$ cat config.mk
export PLATFORM = sky130hd
export DESIGN_NAME = ccil_top
export DESIGN_NICKNAME = d
export VERILOG_FILES = /design/src/ccil_pkg.sv /design/src/ccil_half_if.sv /design/src/ccil_half_latches.sv /design/src/ccil_top.sv
export VERILOG_INCLUDE_DIRS = /design/src
export SDC_FILE = /design/constraint.sdc
export NUM_CORES = 1
export LEC_CHECK = 0
export ABC_AREA = 1
export BUFFER_PORTS_ARGS = -buffer_cell sky130_fd_sc_hd__buf_4
export CAP_MARGIN = 20
export CORE_ASPECT_RATIO = 0.7
export CORE_MARGIN = 3
export CORE_UTILIZATION = 30
export CTS_CLUSTER_SIZE = 25
export DETAILED_ROUTE_END_ITERATION = 10
export MAX_ROUTING_LAYER = met4
export PLACE_DENSITY = 0.83
export SYNTH_ARGS = -nofsm -noshare
export SYNTH_HDL_FRONTEND = slang
export SYNTH_HIERARCHICAL = 1
export SYNTH_SLANG_ARGS = --single-unit
$ cat constraint.sdc
create_clock -name clk_i -period 1.1 [get_ports clk_i]
set_input_delay 0.11 -clock clk_i [delete_from_list [all_inputs] [get_ports clk_i]]
set_output_delay 0.11 -clock clk_i [all_outputs]
set_load 0.05 [all_outputs]
$ cat src/ccil_consts.svh
`ifndef CCIL_CONSTS_SVH
`define CCIL_CONSTS_SVH

`define CCIL_ADR_INDICATOR 4'h0
`define CCIL_ADR_LATCHES   4'h4
`define CCIL_ADR_CONTROL   4'h8

`define CCIL_IND_FAULT_BIT   0
`define CCIL_IND_REFUSED_BIT 2

`define CCIL_LAT_UNATTR_BIT 0
`define CCIL_LAT_LOOKA_BIT  1
`define CCIL_LAT_RIGHT_BIT  2
`define CCIL_LAT_LEFT_BIT   3

`define CCIL_CTL_MASTER_BIT 0
`define CCIL_CTL_ERRRST_BIT 1

`define CCIL_RIGHT_HALF 0
`define CCIL_LEFT_HALF  1

`define CCIL_WORD_ZERO 32'h0000_0000

`endif

$ cat src/ccil_pkg.sv
package ccil_pkg;
	// bit 0 right half, bit 1 left half
	typedef logic [1:0]  ccil_half_t;
	// bit 0 first staging slot, bit 1 second staging slot
	typedef logic [1:0]  ccil_slot_t;
	typedef logic [3:0]  ccil_adr_t;
	typedef logic [3:0]  ccil_sel_t;
	typedef logic [31:0] ccil_word_t;
endpackage

$ cat src/ccil_half_if.sv
`timescale 1ns/1ps
interface ccil_half_if;
	import ccil_pkg::*;
	ccil_half_t in_use;
	logic       attr_evt;
	logic       clear;
	logic       ce;
	logic       rst;
	ccil_half_t set;
	ccil_half_t latch;
	modport core (output in_use, output attr_evt, output clear, output ce, output rst, input set, input latch);
	modport half (input in_use, input attr_evt, input clear, input ce, input rst, output set, output latch);
endinterface

$ cat src/ccil_half_latches.sv
`timescale 1ns/1ps
module ccil_half_latches
	import ccil_pkg::*;
(
	input  wire logic  clk_i,
	ccil_half_if.half  hif
);
	// ****************************************
	// per-half attributable check latches
	// ****************************************
	genvar h;
	generate
		for (h = 0; h < 2; h = h + 1)
		begin : g_half
			logic latch_ff;
			// only the half whose controls are active gets blamed
			assign hif.set[h] = hif.attr_evt & hif.in_use[h];
			always_ff @(posedge clk_i)
			begin
				if (hif.rst)
					latch_ff <= 1'b0;
				else if (hif.ce)
				begin
					if (hif.clear)
						latch_ff <= 1'b0;
					else if (hif.set[h])
						latch_ff <= 1'b1;
				end
			end
			assign hif.latch[h] = latch_ff;
		end
	endgenerate
endmodule

$ cat src/ccil_top.sv
// Design decisions made here: the address map and the Wishbone register port.
`timescale 1ns/1ps
`include "ccil_consts.svh"
module ccil_top
(
	input  wire logic                clk_i,
	input  wire logic                rst_i,
	input  wire logic                ce_i,
	input  wire logic                wb_cyc_i,
	input  wire logic                wb_stb_i,
	input  wire logic                wb_we_i,
	input  wire ccil_pkg::ccil_adr_t  wb_adr_i,
	input  wire ccil_pkg::ccil_sel_t  wb_sel_i,
	input  wire ccil_pkg::ccil_word_t wb_dat_i,
	output logic                      wb_ack_o,
	output ccil_pkg::ccil_word_t      wb_dat_o,
	input  wire logic                master_reset_i,
	input  wire logic                err_reset_i,
	input  wire ccil_pkg::ccil_half_t half_in_use_i,
	input  wire logic                ixadd_err_i,
	input  wire logic                ixadd_unattr_cond_i,
	input  wire logic                uncorr_err_i,
	input  wire logic                uncorr_unattr_cond_i,
	input  wire logic                uncorr_attr_cond_i,
	input  wire logic                ic_adv_err_i,
	input  wire logic                par_err_i,
	input  wire logic                par_unattr_cond_i,
	input  wire logic                par_attr_cond_i,
	input  wire logic                isa_chk_i,
	input  wire logic                isa_attr_cond_i,
	input  wire logic                mem_chk_i,
	input  wire logic                mem_unattr_cond_i,
	input  wire logic                sbc_par_err_i,
	input  wire logic                la_par_err_i,
	input  wire ccil_pkg::ccil_slot_t slot_attr_check_i,
	input  wire ccil_pkg::ccil_slot_t slot_xfer_i,
	output logic                      machine_fault_flag_o,
	output logic                      instruction_refused_flag_o,
	output logic                      unattributable_check_latch_o,
	output logic                      attributable_check_latch_o
);
	import ccil_pkg::*;

	// ****************************************
	// fault routing
	// ****************************************
	logic any_half;
	logic par_to_un;
	logic par_to_at;
	logic unc_to_un;
	logic unc_to_at;
	logic ixa_to_un;
	logic ixa_to_at;
	logic isa_to_un;
	logic isa_to_at;
	logic mem_to_un;
	logic mem_to_at;
	logic slot_evt;
	logic slot_to_un;
	logic slot_to_at;
	logic la_to_un;
	logic la_to_at;
	logic unattr_set;
	logic attr_evt;

	assign any_half   = |half_in_use_i;
	// unattributable qualification always wins so one event never reports twice
	assign par_to_un  = par_err_i & par_unattr_cond_i;
	assign par_to_at  = par_err_i & ~par_unattr_cond_i & par_attr_cond_i & any_half;
	assign unc_to_un  = uncorr_err_i & uncorr_unattr_cond_i;
	assign unc_to_at  = uncorr_err_i & ~uncorr_unattr_cond_i & uncorr_attr_cond_i & any_half;
	// with no half in use nobody can be blamed, so fall back to the machine check
	assign ixa_to_un  = ixadd_err_i & (ixadd_unattr_cond_i | ~any_half);
	assign ixa_to_at  = ixadd_err_i & ~ixadd_unattr_cond_i & any_half;
	assign isa_to_at  = isa_chk_i & isa_attr_cond_i & any_half;
	assign isa_to_un  = isa_chk_i & ~isa_to_at;
	assign mem_to_un  = mem_chk_i & (mem_unattr_cond_i | ~any_half);
	assign mem_to_at  = mem_chk_i & ~mem_unattr_cond_i & any_half;
	assign slot_evt   = |(slot_attr_check_i & slot_xfer_i);
	assign slot_to_at = slot_evt & any_half;
	assign slot_to_un = slot_evt & ~any_half;
	assign la_to_at   = la_par_err_i & any_half;
	assign la_to_un   = la_par_err_i & ~any_half;

	assign unattr_set = par_to_un | unc_to_un | ixa_to_un | isa_to_un | mem_to_un | slot_to_un | la_to_un
		| ic_adv_err_i | sbc_par_err_i;
	assign attr_evt   = par_to_at | unc_to_at | ixa_to_at | isa_to_at | mem_to_at | slot_to_at | la_to_at;

	// ****************************************
	// register bus
	// ****************************************
	logic       ack_ff;
	ccil_word_t dat_ff;
	logic       bus_req;
	logic       bus_wr;
	logic       wr_ind;
	logic       wr_ctl;
	logic       sw_master;
	logic       sw_errrst;
	logic       master_clr;
	logic       error_clr;
	logic       ind_fault_clr;
	logic       ind_refused_clr;
	ccil_word_t rd_word;

	assign bus_req = wb_cyc_i & wb_stb_i;
	// write lands at the edge where the master sees ack
	assign bus_wr  = bus_req & wb_we_i & ack_ff & wb_sel_i[0];
	assign wr_ind  = bus_wr & (wb_adr_i == `CCIL_ADR_INDICATOR);
	assign wr_ctl  = bus_wr & (wb_adr_i == `CCIL_ADR_CONTROL);

	assign sw_master       = wr_ctl & wb_dat_i[`CCIL_CTL_MASTER_BIT];
	assign sw_errrst       = wr_ctl & wb_dat_i[`CCIL_CTL_ERRRST_BIT];
	assign master_clr      = master_reset_i | sw_master;
	assign error_clr       = master_clr | err_reset_i | sw_errrst;
	assign ind_fault_clr   = wr_ind & wb_dat_i[`CCIL_IND_FAULT_BIT];
	assign ind_refused_clr = wr_ind & wb_dat_i[`CCIL_IND_REFUSED_BIT];

	logic       unattr_ff;
	logic       looka_ff;
	logic       fault_ff;
	logic       refused_ff;
	ccil_half_t half_latch;
	ccil_half_t half_set;

	always_comb
	begin
		rd_word = `CCIL_WORD_ZERO;
		case (wb_adr_i)
			`CCIL_ADR_INDICATOR:
			begin
				rd_word[`CCIL_IND_FAULT_BIT]   = fault_ff;
				rd_word[`CCIL_IND_REFUSED_BIT] = refused_ff;
			end
			`CCIL_ADR_LATCHES:
			begin
				rd_word[`CCIL_LAT_UNATTR_BIT] = unattr_ff;
				rd_word[`CCIL_LAT_LOOKA_BIT]  = looka_ff;
				rd_word[`CCIL_LAT_RIGHT_BIT]  = half_latch[`CCIL_RIGHT_HALF];
				rd_word[`CCIL_LAT_LEFT_BIT]   = half_latch[`CCIL_LEFT_HALF];
			end
			// control is write-only pulses, unmapped reads answer zero
			default:
				rd_word = `CCIL_WORD_ZERO;
		endcase
	end

	always_ff @(posedge clk_i)
	begin
		if (rst_i)
			ack_ff <= 1'b0;
		else if (ce_i)
			ack_ff <= bus_req & ~ack_ff;
	end

	always_ff @(posedge clk_i)
	begin
		if (rst_i)
			dat_ff <= `CCIL_WORD_ZERO;
		else if (ce_i && bus_req && !ack_ff)
			dat_ff <= rd_word;
	end

	assign wb_ack_o = ack_ff;
	assign wb_dat_o = dat_ff;

	// ****************************************
	// check latches
	// ****************************************
	ccil_half_if hif ();
	assign hif.in_use   = half_in_use_i;
	assign hif.attr_evt = attr_evt;
	assign hif.clear    = error_clr;
	assign hif.ce       = ce_i;
	assign hif.rst      = rst_i;
	assign half_set     = hif.set;
	assign half_latch   = hif.latch;

	ccil_half_latches u_halves
	(
		.clk_i (clk_i),
		.hif   (hif.half)
	);

	always_ff @(posedge clk_i)
	begin
		if (rst_i)
			unattr_ff <= 1'b0;
		else if (ce_i)
		begin
			if (error_clr)
				unattr_ff <= 1'b0;
			else if (unattr_set)
				unattr_ff <= 1'b1;
		end
	end

	always_ff @(posedge clk_i)
	begin
		if (rst_i)
			looka_ff <= 1'b0;
		else if (ce_i)
		begin
			if (error_clr)
				looka_ff <= 1'b0;
			else if (|half_latch)
				looka_ff <= 1'b1;
		end
	end

	// ****************************************
	// indicator register
	// ****************************************
	// software clear loses to a new report in the same cycle
	always_ff @(posedge clk_i)
	begin
		if (rst_i)
			fault_ff <= 1'b0;
		else if (ce_i)
		begin
			if (master_clr)
				fault_ff <= 1'b0;
			else if (unattr_ff)
				fault_ff <= 1'b1;
			else if (ind_fault_clr)
				fault_ff <= 1'b0;
		end
	end

	always_ff @(posedge clk_i)
	begin
		if (rst_i)
			refused_ff <= 1'b0;
		else if (ce_i)
		begin
			if (master_clr)
				refused_ff <= 1'b0;
			else if (looka_ff)
				refused_ff <= 1'b1;
			else if (ind_refused_clr)
				refused_ff <= 1'b0;
		end
	end

	assign machine_fault_flag_o         = fault_ff;
	assign instruction_refused_flag_o   = refused_ff;
	assign unattributable_check_latch_o = unattr_ff;
	assign attributable_check_latch_o   = looka_ff;
endmodule

==> After elaboration in Yosys (flattened, before gate mapping) <==
Cells that the tools add are included.
{ "word_totals": {"regBits": 11, "latch_bits": 0, "ramBits": 0, "rom_bits": 0, "inputBits": 69, "word_cells": 108, "n_memories": 0} }
{ "classes": {"add_sub_neg": 0, "mul": 0, "div_mod_pow": 0, "magnitude_cmp": 0, "eq_ne": 2, "n_shift": 0, "n_mux": 18, "bitwise_logic": 61, "n_reduce_logical": 19} }
{ "ops": {"columns": ["op", "n"], "rows": [
  ["1-bit bitwise AND", 34],
  ["1-bit bitwise OR", 19],
  ["1-bit two-way mux", 16],
  ["2-bit AND reduction", 6],
  ["2-bit nonzero test", 4],
  ["1-bit inverter", 7],
  ["3-bit nonzero test", 2],
  ["2-bit OR reduction", 3],
  ["4-bit by 3-bit equality test with 1-bit output, second input constant", 1],
  ["4-bit equality test, second input constant", 1],
  ["4-bit zero test", 1],
  ["1-bit case mux with 2 select lines", 2],
  ["2-bit bitwise AND", 1],
  ["1-bit logical AND", 2],
  ["1-bit zero test", 1]
]} }

==> Longest topological paths before layout <==
Gate-level depths: netlist of run 1.
{ "depth": {"depth_word": 13, "depth_mapped": 10, "depth_no_buf": 10} }

==> Hierarchy <==
Netlist of run 1, hierarchy kept.
{ "by_module_without_submodules": {"columns": ["mod", "n_inst", "cells_per_inst", "area_each_um2", "seq_area_each_um2"], "rows": [
  ["ccil_top", 1, 135, 822.0, 180.2],
  ["ccil_half_latches", 1, 17, 112.6, 40.0]
]} }

==> Worst setup path after synthesis of run 1 <==
No wires, ideal clock.
{ "synth_timing": {"path_kind": "flip-flop to flip-flop", "from": "reg ack_ff (netlist: wb_ack_o)", "to": "reg u_halves.g_half[1].latch_ff", "setup_ns": 0.117, "arrival_ns": 1.390, "required_time_ns": 0.983, "slack_ns": -0.407, "stages_incl_launch_ff": 10, "path_buffers": 0, "synth_period_minus_slack_ns": 1.507, "path_cell_list": "dfxtp_1 -> nand3_1 -> nor2_2 -> nand3_1 -> nand2_1 -> inv_2 -> nand2_2 -> nand2_1 -> nand2_1 -> a21oi_1"} }
{ "synth_between": {"elab_chain_len": 9, "elab_cells_between_ends": 11, "classes_between": "mux: 1; bitwise: 8; reduce/logical: 2"} }
{ "synth_rtl": {"columns": ["item", "line_no", "text"], "rows": [
  ["from (decl)", "ccil_top.sv:92", "logic ack_ff;"],
  ["from (signal assigned)", "ccil_top.sv:153", "ack_ff <= bus_req & ~ack_ff;"],
  ["1-bit bitwise AND * (2 in a row)", "ccil_top.sv:108", "assign bus_wr = bus_req & wb_we_i & ack_ff & wb_sel_i[0];"],
  ["1-bit bitwise AND *", "ccil_top.sv:110", "assign wr_ctl = bus_wr & (wb_adr_i == `CCIL_ADR_CONTROL);"],
  ["1-bit bitwise AND", "ccil_top.sv:112", "assign sw_master = wr_ctl & wb_dat_i[`CCIL_CTL_MASTER_BIT];"],
  ["1-bit bitwise OR", "ccil_top.sv:114", "assign master_clr = master_reset_i | sw_master;"],
  ["1-bit bitwise OR", "ccil_top.sv:115", "assign error_clr = master_clr | err_reset_i | sw_errrst;"],
  ["1-bit bitwise OR *", "ccil_top.sv:115", null],
  ["net error_clr", "ccil_top.sv:101", "logic error_clr;"],
  ["2-bit nonzero test (no line)", null, null],
  ["2-bit AND reduction (no line)", null, null],
  ["to (signal assigned)", "ccil_half_latches.sv:21", "latch_ff <= 1'b0;"],
  ["to (signal assigned)", "ccil_half_latches.sv:25", "latch_ff <= 1'b0;"],
  ["to (signal assigned)", "ccil_half_latches.sv:27", "latch_ff <= 1'b1;"],
  ["to (decl)", "ccil_half_latches.sv:15", "logic latch_ff;"]
]} }
Mark *: on every way through the listed nets, which the timed path passes. The rest lies on a longest branch.
A chain may end at the register's enable or synchronous reset.

==> Worst setup path after layout of run 1 <==
{ "layout_timing": {"from": "reg ack_ff (netlist: wb_ack_o)", "to": "reg looka_ff (netlist: attributable_check_latch_o)"} }
{ "layout_between": {"elab_chain_len": 9, "elab_cells_between_ends": 11, "classes_between": "mux: 1; bitwise: 8; reduce/logical: 2"} }
{ "layout_rtl": {"columns": ["item", "line_no", "text"], "rows": [
  ["1-bit bitwise AND * (2 in a row)", "ccil_top.sv:108", null],
  ["1-bit bitwise AND *", "ccil_top.sv:110", null],
  ["1-bit bitwise AND", "ccil_top.sv:112", null],
  ["1-bit bitwise OR", "ccil_top.sv:114", null],
  ["1-bit bitwise OR", "ccil_top.sv:115", null],
  ["1-bit bitwise OR *", "ccil_top.sv:115", null],
  ["net error_clr", "ccil_top.sv:101", null],
  ["2-bit nonzero test (no line)", null, null],
  ["2-bit AND reduction (no line)", null, null],
  ["to (signal assigned)", "ccil_top.sv:201", "looka_ff <= 1'b0;"],
  ["to (signal assigned)", "ccil_top.sv:205", "looka_ff <= 1'b0;"],
  ["to (signal assigned)", "ccil_top.sv:207", "looka_ff <= 1'b1;"],
  ["to (decl)", "ccil_top.sv:120", "logic looka_ff;"]
]} }
Marked as above.

==> impl_metrics.json, run 1 <==
{
  "status": "finished with violations",
  "violations": "negative setup slack",
  "drtIter0Drc": 56,
  "path_clk_slew_ns": 0.05,
  "start_util_pct": 32.1,
  "root_buffer": "clkbuf_8",
  "core_sq_mm": 0.00286,
  "num_vias": 927,
  "cts_hold_buf": 0,
  "p_clk_share_pct": 30.9,
  "rows": 16,
  "slew_viol_final": 0,
  "nets": 268,
  "dp_slack_ns": -0.0491,
  "finalSetupViolCount": 5,
  "area_growth_syn_to_layout_pct": 42.2,
  "hold_class": "input pin to flop",
  "numCtsBuffers": 3,
  "finalCritPeriodShare_pct": 102,
  "finalClockSkew_ns": 0.00253,
  "dp.cells": 227,
  "cts_tree": "done",
  "power_density_mw_per_mm2": 989,
  "dp_hpwl_mm": 1.85,
  "hold_viol": 0,
  "viasPerCell": 3.96,
  "grt_pass1_wl_mm": 3.05,
  "wl_per_cell_microns": 9.42,
  "clockBufferDepth": 2,
  "fmax_ghz": 0.888,
  "worstSkewPairLatency_ns": 0.24,
  "numPortBuffers": 45,
  "endpoint_kind": "flop",
  "cp_max_fo": 4,
  "multiInputGateArea_sq_um": 531,
  "fin_ws_ns": -0.0266,
  "switchingPower_uw": 493,
  "antenna_found_initial": 0,
  "crit_path_start_kind": "flop",
  "cts_sinks": 11,
  "n_antenna_cell": 0,
  "grt_setup_unrepaired": "yes",
  "maxCapViolations": 0,
  "leakage_nw": 0.682,
  "worstSetupPathType": "flop to flop",
  "syn_area_sq_um": 920,
  "whs_ns": 0.113,
  "drive_above_1_share_pct": 36.9,
  "p_seq_share_pct": 32.4,
  "drc": 0,
  "firstDrtPassIters": 4,
  "die_w_microns": 72.2,
  "p_total_mw": 1.29,
  "final_cell_area_sq_mm": 0.00131,
  "syn_inst": 148,
  "cts_max_level": 1,
  "synth_warnings": 6,
  "ioPinCount": 106,
  "track_usage_pct": 10.7,
  "switching_share_pct": 38.1,
  "die_area_sq_mm": 0.00378,
  "grt_pass1_vias": 743,
  "finalNonFillerCells": 234,
  "place_congestion": 0.724,
  "internal-power_uw": 800,
  "wl_mm": 2.20,
  "ant_nets": 0,
  "num-fill-cells": 281,
  "seq_area_sq_um": 224,
  "arrival_ns": 1.26,
  "grt_max_degree": 10,
  "overflow": 0,
  "comb_power_share_pct": 36.6,
  "die_h_microns": 52.3,
  "ir_drop_mv": 0.397,
  "critical_path_required_ns": 1.23,
  "syn_area_per_cell_sq_um": 6.21,
  "fin_crit_ns": 1.13,
  "postPlaceCellArea_sq_mm": 0.00120
}
-- stage by stage --
stage	TNS, ns	utilization (%)
CTS	-0.0856	43.9
floorplan	-0.273	-
finish	-0.105	45.7
global route	-0.785	45.7
global placement	-0.0851	42.0
detailed placement	-0.167	42.0
-- state kept, by name, indices dropped and copies added, names as in the netlist --
| register | cells |
|---|---|
| attributable_check_latch_o | 1 |
| instruction_refused_flag_o | 1 |
| machine_fault_flag_o | 1 |
| u_halves/g_half.latch_ff | 2 |
| unattributable_check_latch_o | 1 |
| wb_ack_o | 1 |
| wb_dat_o | 4 |
-- layer usage --
layer | wire length [microns] | vias to the layer above | track usage, %
li1 | - | 500 | -
met1 | 898 | 398 | 12.5
met2 | 1130 | 25 | 17.7
met3 | 159 | 4 | 3.64
met4 | 18 | 0 | 2.81
met5 | 0 | - | -
-- area by class of cell --
cell class,count,area share (%)
flip-flops and latches,11,17.1
well taps,36,3.44
repair buffers,50,29.7
inverters,20,5.74
clock buffers,4,3.44
multi-input cells,113,40.6
-- placed cells by master, fill, tap and decap left out, types with 2 or more instances in the layout --
cell type,n
buf_4,49
nand2_1,42
conb_1,28
inv_1,12
dfxtp_1,10
nor2_1,9
nand3_1,9
a21oi_1,8
inv_2,8
nand2_2,4
clkbuf_8,3
nor2_4,2
a31oi_1,2
a21oi_2,2
-- critical path, stage by stage, from the launching register on --
cell and delay [ns]:
dfxtp_4 0.38, nand3_4 0.07, nor2_4 0.14, nand3_1 0.08, nand2_1 0.08, inv_2 0.03, nand2_2 0.07, nand2_1 0.06
nand2_2 0.07, nor2_1 0.04
-- what timing repair did --
action | in CTS | in global routing
buffers inserted | 0 | 3
pin swaps | 2 | 3
endpoints found under the hold margin | 0 | 0
resized for setup | 1 | 5
endpoints found under the setup margin | 4 | 8
-- worst paths after layout --
check / depth (start not counted) / slack (ns) / start / end
max: 9 / -0.03 / wb_ack_o / attributable_check_latch_o
min reg2reg: 2 / 0.47 / u_halves/g_half[1].latch_ff / u_halves/g_half[1].latch_ff
max reg2reg: 9 / -0.03 / wb_ack_o / attributable_check_latch_o
min: 2 / 0.11 / rst_i / wb_dat_o[1]
-- power groups by stage --
stage,clock network (mW),logic [mW],registers [mW]
after CTS,0.404,0.459,0.419
final,0.400,0.474,0.419
after global placement,0,0.452,0.426
after detailed placement,0,0.456,0.426
after global routing,0.428,0.505,0.420
after floorplan,0,0.378,0.447
(Power assumes the default switching activity.)
==> run 2: changes to the inputs <==
--- a/config.mk
+++ b/config.mk
@@ -18,5 +18,4 @@
 export PLACE_DENSITY = 0.83
 export SYNTH_ARGS = -nofsm -noshare
 export SYNTH_HDL_FRONTEND = slang
-export SYNTH_HIERARCHICAL = 1
 export SYNTH_SLANG_ARGS = --single-unit
==> run 2 against run 1 <==
Net effect:
- the flow still finishes with violations (negative setup slack)
- register-to-register slack is essentially flat
- largest cell class unchanged
- synthesized area grew 0.82%
- largest power group unchanged
- setup slack gained 0.014 ns
- hold slack lost 0.036 ns
- critical endpoint is now u_halves.g_half[1].latch_ff
==> impl_metrics.json, run 2 <==
{
  "synthFlopType": "dfxtp_1",
  "die_h_microns": 52.5,
  "fin_ws_ns": -0.0130,
  "cts_sinks": 11,
  "synthArstFlopShare_pct": 0,
  "hold_viol": 0,
  "worstSkewPairLatency_ns": 0.24,
  "yosys-top-cells-area": "dfxtp_1 (24%), buf_4 (23%), nand2_1 (17%), inv_1 (8.1%), nor2_1 (6.1%)",
  "critical-path-top-delay-family": "simple AND/OR/NAND/NOR gates",
  "grt_pass1_wl_mm": 3.64,
  "ir_drop_mv": 0.455,
  "syn_area_sq_um": 927,
  "status": "finished with violations",
  "track_usage_pct": 12.6,
  "rows": 16,
  "firstDrtPassIters": 4,
  "wl_per_cell_microns": 10.3,
  "critical_path_required_ns": 1.23,
  "synth_edf_count": 0,
  "cts_max_level": 1,
  "fin_util_pct": 46.9,
  "path_cells": "nand3_4 -> nor2_4 -> nand3_2 -> nand2_2 -> o21ai_2 -> nand2_2 -> nor2_1",
  "die_w_microns": 72.4,
  "ant_nets": 0,
  "grt_setup_unrepaired": "yes",
  "cp_max_fo": 4,
  "numCtsBuffers": 3,
  "critPathMaxStageDelay_ns": 0.38,
  "worstSetupPathType": "flop to flop",
  "grt_pass1_vias": 861,
  "drive_above_1_share_pct": 35.0,
  "finalCritPeriodShare_pct": 101,
  "synth_warnings": 0,
  "cts_tree": "done",
  "fin_tns_setup_ns": -0.0130,
  "slew_viol_final": 0,
  "n_antenna_cell": 0,
  "die_area_sq_mm": 0.00380,
  "dp_hpwl_mm": 1.91,
  "maxCapViolations": 0,
  "final_cell_mix": "buf_4 (47), nand2_1 (41), conb_1 (28)",
  "cts_hold_buf": 0,
  "cp_num_buf_inv": 0,
  "ioPinCount": 106,
  "yosysTopAreaCell": "dfxtp_1",
  "overflow": 0,
  "start_util_pct": 32.4,
  "path_clk_slew_ns": 0.05,
  "dp_slack_ns": -0.0520,
  "grt_max_degree": 8,
  "largest_reg_flops": 4,
  "antenna_found_initial": 0,
  "synth_common_cells": "nand2_1 (43), buf_4 (28), inv_1 (20)",
  "finalClockSkew_ns": 0.00657,
  "numPortBuffers": 45,
  "power_density_mw_per_mm2": 995,
  "arrival_ns": 1.24,
  "num-fill-cells": 291,
  "fmax_ghz": 0.898,
  "layout_commonest_cell": "buf_4",
  "clockBufferDepth": 2,
  "synth-seq-cells": 11,
  "drtIter0Drc": 54,
  "num_vias": 1009,
  "yosysMostFrequentCell": "nand2_1",
  "viasPerCell": 4.22,
  "slowest_stage": "dfxtp_4",
  "synth-seq-area-share_pct": 23.8,
  "syn_inst": 152,
  "wl_mm": 2.46,
  "hold_class": "input pin to flop",
  "leakage_nw": 0.715,
  "crit_path_start_kind": "flop",
  "endpoint_kind": "flop",
  "root_buffer": "clkbuf_8",
  "core_sq_mm": 0.00286,
  "cpMostUsedCell": "nand2_2",
  "place_congestion": 0.831,
  "syn_area_per_cell_sq_um": 6.10,
  "fin_crit_ns": 1.11,
  "drc": 0,
  "synth_top_area_share_pct": 23.8,
  "finalSetupViolCount": 1,
  "area_growth_syn_to_layout_pct": 44.8,
  "violations": "negative setup slack",
  "ys_types": 19,
  "nets": 273
}
-- run 2: kinds of logic (layout without fill, tap and decap cells) --
family | count (synthesis) | after routing | synth area share, %
simple gates | 74 | 74 | 34.7
compound gates | 16 | 16 | 9.58
buf+inv | 50 | 74 | 31.6
flops | 11 | 11 | 23.8
other cells | 1 | 28 | 0.404
-- run 2: path summary, 6_finish.rpt --
path | slack, ns | from | depth (start not counted) | to
worst max-delay path | -0.01 | wb_ack_o | 7 | u_halves.g_half[1].latch_ff
worst min-delay path | 0.08 | rst_i | 2 | machine_fault_flag_o
worst max register to register | -0.01 | wb_ack_o | 7 | u_halves.g_half[1].latch_ff
worst min register to register | 0.47 | wb_dat_o[1] | 2 | wb_dat_o[1]
-- run 2: metrics by stage --
| stage | power [mW] | hold WS [ns] | std cells | instance area (sq um) |
|---|---|---|---|---|
| 2_1_floorplan | 0.845 | 0.169 | 179 | 1040 |
| 3_3_place_gp | 0.913 | 0.313 | 233 | 1220 |
| 3_5_place_dp | 0.917 | 0.314 | 233 | 1220 |
| 4_1_cts | 1.34 | 0.0521 | 239 | 1300 |
| 5_1_grt | 1.41 | 0.0762 | 239 | 1340 |
| 6_report | 1.34 | 0.0767 | 239 | 1340 |
-- run 2: final cells by class --
type	count	area, sq um	area share [%]
clock buffer	4	45.0	3.36
inverter	22	82.6	6.15
multi-input combinational	118	582	43.3
sequential	11	224	16.7
tap	36	45.0	3.36
timing repair buffer	48	364	27.1
-- run 2: routing by layer --
layer  part of all wire, %  GRT usage [%]
met3                   7.4           2.68
met1                    39           15.1
met2                    53           20.4
met4                  0.89           6.13
met5                     0              -
-- run 2: report_power, final --
part	switching, mW	leakage [nW]	internal (mW)
Combinational	0.363	0.602	0.143
Clock	0.151	0.0228	0.254
Sequential	0.0128	0.0902	0.412
Total	0.527	0.715	0.809
-- run 2: repair_timing --
action | in CTS | in global routing
resized for setup | 3 | 11
pin swaps | 4 | 1
buffers inserted | 2 | 0
setup endpoints to repair | 4 | 10
gates cloned | 0 | 0
